===== src/verilog/sea_regs.vh =====
// Register map, status codes, opcodes and counts of the script engine ALU
`ifndef SEA_REGS_VH
`define SEA_REGS_VH

`define SEA_ADDR_W        8
`define SEA_OFF_CTRL      8'h00
`define SEA_OFF_HOST_CMD  8'h04
`define SEA_OFF_HOST_AQ   8'h08
`define SEA_OFF_DOUT_SEL  8'h0c
`define SEA_OFF_HOST_DOUT 8'h10
`define SEA_OFF_STATUS    8'h14
`define SEA_OFF_STATE     8'h18

`define SEA_CTRL_EN_BIT   0
`define SEA_CTRL_RUN_BIT  1

`define SEA_ST_NONE       16'h0000
`define SEA_ST_ADD_OVF    16'h0095
`define SEA_ST_ABS_OVF    16'h0096
`define SEA_ST_DIV_ZERO   16'h2093
`define SEA_ST_DIV_OVF    16'h2094

`define SEA_OP_ADD        3'h0
`define SEA_OP_SUB        3'h1
`define SEA_OP_MUL        3'h2
`define SEA_OP_DIV        3'h3
`define SEA_OP_MOD        3'h4
`define SEA_OP_ABS        3'h5

`define SEA_DIV_STEPS     7'h40
`define SEA_INT_MIN       32'h80000000

`endif


===== src/verilog/sea_engine.v =====
// Script engine arithmetic unit with host and engine command merge
//
// Functional notes
// - Command bit active if host or engine drives
// - Analog command word takes most recent write
// - Each dout_out bit owned by engine or host only
// - Engine outputs commit at sweep end, last wins
// - Signed 32-bit datapath, limited 64-bit support
// - Add, sub, mul, div, remainder, absolute value
// - Add overflow loads status 0095, continues
// - Subtract overflow loads status 0095, continues
// - Multiply gives full 64-bit product, no overflow
// - Narrow destination keeps low product word
// - Remainder takes 32 or 64-bit numerator
// - Zero divisor 2093, divide overflow 2094
// - Divide overflow when quotient exceeds signed 32 bits
// - Divide fault aborts script, zeroes velocity
// - Absolute value; most negative operand gives 0096
// - Leaving run or enable clears engine command and output bits; aq_out holds
//
// The strobed register port and the register addresses are this design's own decisions.
`timescale 1ns/1ps
`include "sea_regs.vh"

module sea_engine
#(
  parameter NCMD  = 4,
  parameter NDOUT = 8
)
(
  clk_sys,
  rst_b,
  reg_addr,
  reg_wdata,
  reg_wr,
  reg_rd,
  reg_rdata,
  op_start,
  op_code,
  op_a,
  op_b,
  op_num64,
  op_wide,
  sweep_end,
  eng_cmd_wr,
  eng_cmd,
  eng_aq_wr,
  eng_aq,
  eng_dout_wr,
  eng_dout,
  res_word,
  res_dbl,
  res_valid,
  alu_busy,
  script_run,
  cmd_out,
  aq_out,
  dout_out,
  vel_zero,
  status_code
);
  input  wire                   clk_sys;
  input  wire                   rst_b;
  input  wire [`SEA_ADDR_W-1:0] reg_addr;
  input  wire [31:0]            reg_wdata;
  input  wire                   reg_wr;
  input  wire                   reg_rd;
  output reg  [31:0]            reg_rdata;
  input  wire                   op_start;
  input  wire [2:0]             op_code;
  input  wire [31:0]            op_a;
  input  wire [31:0]            op_b;
  input  wire [63:0]            op_num64;
  input  wire                   op_wide;
  input  wire                   sweep_end;
  input  wire                   eng_cmd_wr;
  input  wire [NCMD-1:0]        eng_cmd;
  input  wire                   eng_aq_wr;
  input  wire [31:0]            eng_aq;
  input  wire                   eng_dout_wr;
  input  wire [NDOUT-1:0]       eng_dout;
  output reg  [31:0]            res_word;
  output reg  [63:0]            res_dbl;
  output reg                    res_valid;
  output reg                    alu_busy;
  output reg                    script_run;
  output reg  [NCMD-1:0]        cmd_out;
  output reg  [31:0]            aq_out;
  output reg  [NDOUT-1:0]       dout_out;
  output reg                    vel_zero;
  output reg  [15:0]            status_code;

  // Software-visible state
  reg              en_reg;
  reg              run_reg;
  reg [NCMD-1:0]   host_cmd_reg;
  reg [NDOUT-1:0]  dout_sel_reg;
  reg [NDOUT-1:0]  host_dout_reg;
  reg              abort_reg;
  // Engine writes staged during a sweep, and the committed copies
  reg [NCMD-1:0]   stg_cmd_reg;
  reg [31:0]       stg_aq_reg;
  reg              stg_aq_set_reg;
  reg [NDOUT-1:0]  stg_dout_reg;
  reg [NCMD-1:0]   eng_cmd_reg;
  reg [NDOUT-1:0]  eng_dout_reg;
  // Operation in flight through the divider
  reg              div_mod_reg;

  reg  [15:0]      status_next;
  reg  [NDOUT-1:0] dout_next;
  wire             running;
  wire             host_aq_wr;
  wire             commit;
  wire             op_go;
  wire [32:0]      sum;
  wire [32:0]      diff;
  wire [63:0]      prod;
  wire [63:0]      div_num;
  wire             div_start;
  wire             div_busy;
  wire             div_done;
  wire             div_zero;
  wire             div_ovf;
  wire [31:0]      div_quot;
  wire [31:0]      div_rem;
  wire             div_fault;
  wire [NCMD-1:0]  cmd_next;
  genvar           g;

  assign running    = en_reg & run_reg & ~abort_reg;
  assign host_aq_wr = reg_wr && (reg_addr == `SEA_OFF_HOST_AQ);
  assign commit     = sweep_end & running;
  assign op_go      = op_start & running & ~alu_busy;

  // Sign-extended sums catch overflow in the top two bits
  assign sum  = {op_a[31], op_a} + {op_b[31], op_b};
  assign diff = {op_a[31], op_a} - {op_b[31], op_b};
  assign prod = $signed(op_a) * $signed(op_b);

  // Remainder and divide may take a 64-bit numerator
  assign div_num   = op_wide ? op_num64 : {{32{op_a[31]}}, op_a};
  assign div_start = op_go &&
                     (op_code == `SEA_OP_DIV || op_code == `SEA_OP_MOD);
  assign div_fault = div_done & (div_zero | div_ovf);

  sea_div u_div
  (
    .clk_sys  (clk_sys),
    .rst_b    (rst_b),
    .start    (div_start),
    .num      (div_num),
    .den      (op_b),
    .busy     (div_busy),
    .done     (div_done),
    .div_zero (div_zero),
    .div_ovf  (div_ovf),
    .quot     (div_quot),
    .rem      (div_rem)
  );

  // Host and engine command bits are merged by OR
  assign cmd_next = running ? (host_cmd_reg | eng_cmd_reg) : host_cmd_reg;

  // Each faceplate output follows its one configured owner
  generate
    for (g = 0; g < NDOUT; g = g + 1)
    begin : g_dout
      always @*
      begin
        if (dout_sel_reg[g])
          dout_next[g] = running & eng_dout_reg[g];
        else
          dout_next[g] = host_dout_reg[g];
      end
    end
  endgenerate

  // Status word: hardware load wins over a software clear
  always @*
  begin
    status_next = status_code;
    if (reg_wr && reg_addr == `SEA_OFF_STATUS)
      status_next = reg_wdata[15:0];
    if (op_go && op_code == `SEA_OP_ADD && (sum[32] != sum[31]))
      status_next = `SEA_ST_ADD_OVF;
    if (op_go && op_code == `SEA_OP_SUB && (diff[32] != diff[31]))
      status_next = `SEA_ST_ADD_OVF;
    if (op_go && op_code == `SEA_OP_ABS && op_a == `SEA_INT_MIN)
      status_next = `SEA_ST_ABS_OVF;
    if (div_done && div_zero)
      status_next = `SEA_ST_DIV_ZERO;
    else if (div_done && div_ovf)
      status_next = `SEA_ST_DIV_OVF;
  end

  // Control registers and the abort latch
  always @(posedge clk_sys)
  begin
    if (!rst_b)
    begin
      en_reg        <= 1'b0;
      run_reg       <= 1'b0;
      host_cmd_reg  <= {NCMD{1'b0}};
      dout_sel_reg  <= {NDOUT{1'b0}};
      host_dout_reg <= {NDOUT{1'b0}};
      abort_reg     <= 1'b0;
      status_code   <= `SEA_ST_NONE;
    end
    else
    begin
      status_code <= status_next;
      if (reg_wr)
      begin
        case (reg_addr)
          `SEA_OFF_CTRL:
          begin
            en_reg  <= reg_wdata[`SEA_CTRL_EN_BIT];
            run_reg <= reg_wdata[`SEA_CTRL_RUN_BIT];
          end
          `SEA_OFF_HOST_CMD:  host_cmd_reg  <= reg_wdata[NCMD-1:0];
          `SEA_OFF_DOUT_SEL:  dout_sel_reg  <= reg_wdata[NDOUT-1:0];
          `SEA_OFF_HOST_DOUT: host_dout_reg <= reg_wdata[NDOUT-1:0];
          default:            ;
        endcase
      end
      // Fault latches until enable is dropped, then a fresh start is allowed
      if (div_fault)
        abort_reg <= 1'b1;
      else if (!en_reg)
        abort_reg <= 1'b0;
    end
  end

  // Staging of engine writes; only the last write of a sweep lands
  always @(posedge clk_sys)
  begin
    if (!rst_b)
    begin
      stg_cmd_reg    <= {NCMD{1'b0}};
      stg_aq_reg     <= 32'h0;
      stg_aq_set_reg <= 1'b0;
      stg_dout_reg   <= {NDOUT{1'b0}};
      eng_cmd_reg    <= {NCMD{1'b0}};
      eng_dout_reg   <= {NDOUT{1'b0}};
    end
    else if (!running)
    begin
      // Engine stopped: drop staged writes and its command and output bits; aq_out holds
      stg_cmd_reg    <= {NCMD{1'b0}};
      stg_aq_set_reg <= 1'b0;
      stg_dout_reg   <= {NDOUT{1'b0}};
      eng_cmd_reg    <= {NCMD{1'b0}};
      eng_dout_reg   <= {NDOUT{1'b0}};
    end
    else
    begin
      if (eng_cmd_wr)
        stg_cmd_reg <= eng_cmd;
      if (eng_dout_wr)
        stg_dout_reg <= eng_dout;
      if (eng_aq_wr)
        stg_aq_reg <= eng_aq;
      if (commit)
      begin
        eng_cmd_reg    <= eng_cmd_wr ? eng_cmd : stg_cmd_reg;
        eng_dout_reg   <= eng_dout_wr ? eng_dout : stg_dout_reg;
        stg_aq_set_reg <= 1'b0;
      end
      else if (eng_aq_wr)
        stg_aq_set_reg <= 1'b1;
    end
  end

  // Merged outputs, all registered
  always @(posedge clk_sys)
  begin
    if (!rst_b)
    begin
      cmd_out    <= {NCMD{1'b0}};
      dout_out   <= {NDOUT{1'b0}};
      aq_out     <= 32'h0;
      vel_zero   <= 1'b0;
      script_run <= 1'b0;
    end
    else
    begin
      cmd_out    <= cmd_next;
      dout_out   <= dout_next;
      script_run <= running;
      vel_zero   <= abort_reg | div_fault;
      // Last writer wins; an engine commit beats a host write
      if (commit && (stg_aq_set_reg || eng_aq_wr))
        aq_out <= eng_aq_wr ? eng_aq : stg_aq_reg;
      else if (host_aq_wr)
        aq_out <= reg_wdata;
    end
  end

  // Arithmetic results
  always @(posedge clk_sys)
  begin
    if (!rst_b)
    begin
      res_word    <= 32'h0;
      res_dbl     <= 64'h0;
      res_valid   <= 1'b0;
      alu_busy    <= 1'b0;
      div_mod_reg <= 1'b0;
    end
    else
    begin
      res_valid <= 1'b0;
      if (op_go)
      begin
        case (op_code)
          `SEA_OP_ADD:
          begin
            res_word  <= sum[31:0];
            res_dbl   <= {{32{sum[31]}}, sum[31:0]};
            res_valid <= 1'b1;
          end
          `SEA_OP_SUB:
          begin
            res_word  <= diff[31:0];
            res_dbl   <= {{32{diff[31]}}, diff[31:0]};
            res_valid <= 1'b1;
          end
          `SEA_OP_MUL:
          begin
            res_word  <= prod[31:0];
            res_dbl   <= prod;
            res_valid <= 1'b1;
          end
          `SEA_OP_ABS:
          begin
            // Magnitude of the most negative value reads as 80000000
            res_word  <= op_a[31] ? (~op_a + 32'h1) : op_a;
            res_dbl   <= {32'h0, op_a[31] ? (~op_a + 32'h1) : op_a};
            res_valid <= 1'b1;
          end
          `SEA_OP_DIV,
          `SEA_OP_MOD:
          begin
            alu_busy    <= 1'b1;
            div_mod_reg <= (op_code == `SEA_OP_MOD);
          end
          default:
          begin
            res_valid <= 1'b0;
          end
        endcase
      end
      else if (div_done)
      begin
        alu_busy <= 1'b0;
        if (!div_zero && !div_ovf)
        begin
          res_word  <= div_mod_reg ? div_rem : div_quot;
          res_dbl   <= div_mod_reg ? {{32{div_rem[31]}}, div_rem}
                                   : {{32{div_quot[31]}}, div_quot};
          res_valid <= 1'b1;
        end
      end
    end
  end

  // Register read port, data in the cycle after the strobe
  always @(posedge clk_sys)
  begin
    if (!rst_b)
      reg_rdata <= 32'h0;
    else if (reg_rd)
    begin
      case (reg_addr)
        `SEA_OFF_CTRL:      reg_rdata <= {30'h0, run_reg, en_reg};
        `SEA_OFF_HOST_CMD:  reg_rdata <= {{(32-NCMD){1'b0}}, host_cmd_reg};
        `SEA_OFF_HOST_AQ:   reg_rdata <= aq_out;
        `SEA_OFF_DOUT_SEL:  reg_rdata <= {{(32-NDOUT){1'b0}}, dout_sel_reg};
        `SEA_OFF_HOST_DOUT: reg_rdata <= {{(32-NDOUT){1'b0}}, host_dout_reg};
        `SEA_OFF_STATUS:    reg_rdata <= {16'h0, status_code};
        `SEA_OFF_STATE:
          reg_rdata <= {28'h0, div_busy, alu_busy, abort_reg, running};
        default:            reg_rdata <= 32'h0;
      endcase
    end
    else
      reg_rdata <= 32'h0;
  end
endmodule


===== src/verilog/sea_div.v =====
// Iterative signed 64/32 divider with truncation toward zero
`timescale 1ns/1ps
`include "sea_regs.vh"

module sea_div
(
  clk_sys,
  rst_b,
  start,
  num,
  den,
  busy,
  done,
  div_zero,
  div_ovf,
  quot,
  rem
);
  input  wire        clk_sys;
  input  wire        rst_b;
  input  wire        start;
  input  wire [63:0] num;
  input  wire [31:0] den;
  output reg         busy;
  output reg         done;
  output reg         div_zero;
  output reg         div_ovf;
  output reg  [31:0] quot;
  output reg  [31:0] rem;

  reg  [63:0] q_reg;
  reg  [32:0] r_reg;
  reg  [31:0] d_reg;
  reg  [6:0]  cnt_reg;
  reg         neg_q_reg;
  reg         neg_r_reg;
  wire [32:0] shifted;
  wire        fits;
  wire [63:0] nmag;
  wire [31:0] dmag;

  assign nmag    = num[63] ? (~num + 64'h1) : num;
  assign dmag    = den[31] ? (~den + 32'h1) : den;
  assign shifted = {r_reg[31:0], q_reg[63]};
  assign fits    = (shifted >= {1'b0, d_reg});

  always @(posedge clk_sys)
  begin
    if (!rst_b)
    begin
      busy      <= 1'b0;
      done      <= 1'b0;
      div_zero  <= 1'b0;
      div_ovf   <= 1'b0;
      quot      <= 32'h0;
      rem       <= 32'h0;
      q_reg     <= 64'h0;
      r_reg     <= 33'h0;
      d_reg     <= 32'h0;
      cnt_reg   <= 7'h0;
      neg_q_reg <= 1'b0;
      neg_r_reg <= 1'b0;
    end
    else
    begin
      done <= 1'b0;
      if (start && !busy)
      begin
        div_ovf <= 1'b0;
        if (den == 32'h0)
        begin
          div_zero <= 1'b1;
          done     <= 1'b1;
        end
        else
        begin
          div_zero  <= 1'b0;
          busy      <= 1'b1;
          q_reg     <= nmag;
          r_reg     <= 33'h0;
          d_reg     <= dmag;
          cnt_reg   <= `SEA_DIV_STEPS;
          neg_q_reg <= num[63] ^ den[31];
          neg_r_reg <= num[63];
        end
      end
      else if (busy)
      begin
        if (cnt_reg != 7'h0)
        begin
          r_reg   <= fits ? (shifted - {1'b0, d_reg}) : shifted;
          q_reg   <= {q_reg[62:0], fits};
          cnt_reg <= cnt_reg - 7'h1;
        end
        else
        begin
          // Quotient must fit in signed 32 bits
          div_ovf <= neg_q_reg ? (q_reg > 64'h0000000080000000)
                               : (q_reg > 64'h000000007fffffff);
          // Truncate toward zero, remainder takes numerator sign
          quot    <= neg_q_reg ? (~q_reg[31:0] + 32'h1) : q_reg[31:0];
          rem     <= neg_r_reg ? (~r_reg[31:0] + 32'h1) : r_reg[31:0];
          busy    <= 1'b0;
          done    <= 1'b1;
        end
      end
    end
  end
endmodule


===== config.mk =====
export PLATFORM = sky130hd
export DESIGN_NAME = sea_engine
export DESIGN_NICKNAME = d
export VERILOG_FILES = /design/src/verilog/sea_engine.v /design/src/verilog/sea_div.v
export VERILOG_INCLUDE_DIRS = /design/src /design/src/verilog
export SDC_FILE = /design/constraint.sdc
export NUM_CORES = 2
export LEC_CHECK = 0
export BUFFER_PORTS_ARGS = -buffer_cell sky130_fd_sc_hd__buf_2
export CAP_MARGIN = 20
export CORE_UTILIZATION = 61
export CTS_CLUSTER_SIZE = 24
export DETAILED_ROUTE_END_ITERATION = 8
export GPL_ROUTABILITY_DRIVEN = 0
export MAX_ROUTING_LAYER = met4
export PLACE_DENSITY = 0.8
export REMOVE_ABC_BUFFERS = 1
export SLEW_MARGIN = 15
export SYNTH_ARGS = -nofsm -noshare
export SYNTH_HDL_FRONTEND = slang
export SYNTH_SLANG_ARGS = --single-unit

===== constraint.sdc =====
create_clock -name clk_sys -period 26.7 [get_ports clk_sys]
set_input_delay 2.67 -clock clk_sys [delete_from_list [all_inputs] [get_ports clk_sys]]
set_output_delay 2.67 -clock clk_sys [all_outputs]
set_load 0.01 [all_outputs]

; ---- Word-level counts from Yosys, hierarchy flattened
; Index checks and enable logic that the tools add are counted.
[totals]
register_bits = 478
in_bits = 225
[classes]
addsub = 9
n_mul = 1
n_lt_le_gt_ge = 3
n_eq_ne = 18
n_mux = 68
bitwise = 30
n_reduce_logical = 49
[ops]
columns = cell, count
row1 = two-way mux 64 bit, 10
row2 = two-way mux 32 bit, 16
row3 = one-hot mux 64 bit (4 select lines), 1
row4 = one-hot mux 32 bit (7 select lines), 1
row5 = "adder 32 x 1 -> 32 bit, second input constant", 4
row6 = NOT 32 bit, 4
row7 = one-hot mux 32 bit (4 select lines), 1
row8 = two-way mux 14 bit, 6
row9 = "adder 64 x 1 -> 64 bit, second input constant", 1
row10 = "> comparator 64 x 31 -> 1 bit, second input constant", 1
row11 = "> comparator 64 x 32 -> 1 bit, second input constant", 1
row12 = multiplier 32 x 32 -> 64 bit, 1
row13 = NOT 64 bit, 1
row14 = adder 32 x 32 -> 33 bit, 1
row15 = greater-or-equal comparator 33 x 32 -> 1 bit, 1
row16 = subtractor 32 x 32 -> 33 bit, 1
row17 = "equality test 32 bit, second input constant", 1
row18 = zero test 32 bit, 1
row19 = subtractor 32 bit, 1
row20 = two-way mux 7 bit, 4
row21 = two-way mux 1 bit, 26
row22 = "equality test 8 x 5 -> 1 bit, second input constant", 3
row23 = AND reduction 2 bit, 10
row24 = "equality test 8 x 4 -> 1 bit, second input constant", 2
row25 = other kinds (30), 79

; ---- Depth between registers and ports, before layout
[depth]
word_depth = 11
depth_mapped = 32

; ---- By module
; From an unflattened synthesis, not the netlist that was laid out.
[unflattened]
cells_unflattened = 7507
hier_area_um2 = 64822.2
[by_module_without_submodules]
columns = module, n_inst, cells_each, area_per_inst_um2, seq_area_each_um2
row1 = sea_engine, 1, 5903, 51936.1, 4824.6
row2 = sea_div, 1, 1604, 12886.1, 4103.9

; ---- Worst setup path after synthesis
; Ideal clock, no wire load.
[synth_timing]
kind = input -> register
start = input op_a[31]
end = register res_dbl[61]
setup_ps = 117
arrival_time_ps = 10320
setup_slack_ps = 16263
path_stages = 31
path_buffers = 3
path_cell_list = clkbuf_1 -> clkbuf_1 -> clkbuf_1 -> nand2_1 -> inv_1 -> fa_1 -> inv_1 -> fa_1 -> inv_1 -> fa_1 -> fa_1 -> inv_1 -> fa_1 -> inv_1 -> fa_1 -> inv_1 -> fa_1 -> inv_1 -> fa_1 -> ha_1 -> a21o_1 -> a21o_1 -> a21o_1 -> a21o_1 -> a21oi_1 -> o21bai_1 -> a21oi_1 -> o41ai_1 -> xor2_1 -> a21oi_1 -> nor2_1
[synth_between]
elab_chain_len = 3
word_cells_on_any_way = 5
[synth_rtl]
columns = element, line
row1 = "start, declared", sea_engine.v:71  ; input wire [31:0] op_a;
row2 = "multiplier 32 x 32 -> 64 bit, or another cell as far along", sea_engine.v:139  ; assign prod = $signed(op_a) * $signed(op_b);
row3 = one-hot mux 64 bit (4 select lines) *, sea_engine.v:316  ; case (op_code)
row4 = two-way mux 64 bit *, sea_engine.v:314  ; if (op_go)
row5 = "end signal, assigned", sea_engine.v:320  ; res_dbl <= {{32{sum[31]}}, sum[31:0]};
row6 = "end signal, assigned", sea_engine.v:326  ; res_dbl <= {{32{diff[31]}}, diff[31:0]};
row7 = "end signal, assigned", sea_engine.v:332  ; res_dbl <= prod;
row8 = "end, declared", sea_engine.v:83  ; output reg [63:0] res_dbl;
; Every way passes the cells marked *; elsewhere a longest branch is shown, timed or not.
; A chain may end at the register's enable or synchronous reset.

; ---- Worst setup path after layout
[layout_timing]
start = input op_a[31]
end = register res_dbl[60]
; The elaborated chain is that of the path after synthesis.

==> impl_metrics.env <==
export IMPL_clock_path_buffers=3
export IMPL_finalHoldViolCount=0
export IMPL_setup_violations_final=0
export IMPL_synth_top_cell_by_area="fa_1"
export IMPL_slew_headroom_pct=14.9
export IMPL_hold_path_class="reg -> reg"
export IMPL_ios=417
export IMPL_post_dp_hpwl_um=158000
export IMPL_final_cell_area_um2=68400
export IMPL_placed_cell_area_um2=66700
export IMPL_netlist_area_um2=64300
export IMPL_min_period_ps=11380
export IMPL_portBuffers=416
export IMPL_arrival_ps=11890
export IMPL_clkTransAtPathRegs_ps=60
export IMPL_cts_made_buffers=46
export IMPL_startpoint_type="input port"
export IMPL_worstHoldPathCells=2
export IMPL_synth_seq_area_share_pct=13.9
export IMPL_syn2layout_area_growth_pct=6.34
export IMPL_synth_top_cell_area_share_pct=33.8
export IMPL_post_place_ws_ps=14930
export IMPL_postCtsResizedCells=0
export IMPL_ant_nets=0
export IMPL_synth_area_leaders="fa_1 34%, dfxtp_1 14%, inv_1 6.5%"
export IMPL_finalSetupTns_ps=0
export IMPL_finalCritPeriodShare_pct=42.6
export IMPL_slowest_delay_ps=1060
export IMPL_drive_gt1_share_pct=8.38
export IMPL_rrSetupSlack_ps=21660
export IMPL_rsz0062_at_grt="no"
export IMPL_worst_path_max_delay_cell="fa_1"
export IMPL_fin_skew_ps=25.0
export IMPL_die_h_um=327
export IMPL_max_freq_ghz=0.0879
export IMPL_crit_start="op_a[31]"
export IMPL_cts_hold_buf=0
export IMPL_root_buffer="clkbuf_16"
export IMPL_clock_latency_ps=650
export IMPL_grtUsageTotal_pct=41.7
export IMPL_max_cap_violations=0
export IMPL_core_area_um2=104000
export IMPL_yosys_cell_types_count=91
export IMPL_regToRegEndpoint="u_div.r_reg[3]"
export IMPL_worstPathMaxFanout=52
export IMPL_largest_reg_flops=64
export IMPL_wl_per_cell_um=23.6
export IMPL_path_class="in -> reg"
export IMPL_die_x_um=327
export IMPL_fin_ws_ps=15320
export IMPL_grt_pass1_vias=58255
export IMPL_drt_total_wl_um=215000
export IMPL_grt_start_max_net_pins=209
export IMPL_syn_inst=7590
export IMPL_via_per_inst=6.34
export IMPL_drtIter0Drc=7312
export IMPL_rr_worst_depth=12
export IMPL_clock_sinks=446
export IMPL_dieArea_um2=107000
export IMPL_initial_core_util_pct=61.9
export IMPL_cts_setup_buffers=0
export IMPL_max_slew_worst_pin_slew_ps=1280
export IMPL_endpoint_kind="flop"
export IMPL_vias=57485
export IMPL_maxSlewViolCount=0
export IMPL_worstHoldStart="u_div.rem[0]"
export IMPL_cts_htree_levels=2
export IMPL_grt_pass1_wl_um=334000
export IMPL_syn_avg_cell_area_um2=8.47
export IMPL_synth_ff_type="dfxtp_1"
export IMPL_ys_warn_count=0
export IMPL_async_flop_share_pct=0
export IMPL_whs_endpoint="u_div.rem[0]"
export IMPL_status="completed"
export IMPL_overflow=0
export IMPL_r2r_start="u_div.q_reg[63]"
export IMPL_grt_antenna_before_repair=29
export IMPL_rows=118
export IMPL_cts_tree="built"
export IMPL_synth_edf_count=0
export IMPL_crit_top_cell="fa_1"
export IMPL_drtPass1Iterations=9
export IMPL_worstPathRequired_ps=27210
export IMPL_ys_ff_latch=446
export IMPL_fillers=8504
export IMPL_final_nets=9219
export IMPL_drc=0
==> Yosys cell counts, types with 28 or more instances <==
| cell | instances |
|---|---|
| clkbuf_1 | 420 |
| o21ai_0 | 281 |
| xor2_1 | 137 |
| o211ai_1 | 28 |
| nand3_1 | 87 |
| buf_4 | 35 |
| buf_1 | 42 |
| o21bai_1 | 29 |
| and2_1 | 477 |
| a21oi_1 | 404 |
| xnor2_1 | 160 |
| or3_1 | 39 |
| dfxtp_1 | 446 |
| mux2i_1 | 139 |
| o21a_1 | 36 |
| nor4_1 | 31 |
| inv_1 | 1115 |
| o31ai_1 | 64 |
| nor2_1 | 632 |
| nand2_1 | 783 |
| ha_1 | 287 |
| nand2b_1 | 31 |
| fa_1 | 1085 |
| a31oi_1 | 30 |
| a211oi_1 | 207 |
| nor3_1 | 115 |
| a21o_1 | 70 |
==> critical path: cells and delay by family <==
kind / cells / cell delay [ps]
simple gates: 2 / 330
fa+ha+maj: 9 / 5310
buf+inv: 8 / 1580
compound gates: 5 / 1690
mux: 1 / 210
==> logic make-up after synthesis <==
group	after synthesis	share of synthesized area, %
simple gates	2341	17.1
buf+inv	1633	9.85
mux	145	2.27
flops	446	13.9
xor+xnor	297	4.05
fa+ha+maj	1372	39.4
compound gates	1356	13.5
==> worst max path at each step <==
stage	end	slack [ps]	cells past startpoint
after floorplan	aq_out[18]	14390	6
after global placement	res_dbl[60]	15090	25
after detailed placement	res_dbl[60]	14930	25
after CTS	res_dbl[60]	15510	25
after global routing	res_dbl[56]	14910	25
final	res_dbl[60]	15320	25
==> routing by layer <==
| layer | global-route usage (%) | wire [um] |
|---|---|---|
| met2 | 61.1 | 93500 |
| met4 | 24.5 | 15700 |
| met3 | 13.3 | 30200 |
| met5 | - | 0 |
| met1 | 50.5 | 75100 |
==> placed cells by master (no fill, tap or decap), drive strengths merged, types with 29 or more instances in the layout <==
master,synthesis,final
a211oi,212,212
nor3,115,115
ha,287,287
diode,0,32
fa,1085,1085
or3,40,40
dfxtp,446,446
xor2,137,137
o21ai,284,284
nand2,784,784
nand3,87,87
and2,478,478
clkbuf,420,66
nand2b,31,31
inv,1115,1120
o21a,36,36
o21bai,29,29
nor4,31,31
mux2i,139,139
nor2,635,635
a21oi,405,405
o31ai,66,66
buf,97,500
xnor2,160,160
a21o,71,71
a31oi,30,30
==> stage by stage <==
step | util (%) | cells | hold slack [ps]
finish | 65.8 | 9070 | 455
global route | 65.8 | 9066 | 479
floorplan | - | 7073 | 429
CTS | 65.7 | 9036 | 454
detailed placement | 64.2 | 8952 | 446
global placement | 64.2 | 8951 | 443
==> area by class of cell <==
class	instances	area, um^2	area share, %
Tap cell	1380	1730	2.53
Antenna cell	32	80.1	0.117
Clock inverter	18	224	0.328
Inverter	1116	4200	6.14
Clock buffer	66	1320	1.93
Timing Repair Buffer	501	2770	4.06
Sequential cell	446	8930	13.1
Multi-Input combinational cell	5511	49100	71.9
Power is not shown: default switching activity piles up to over one toggle a cycle in this logic, so the estimate is an artifact.
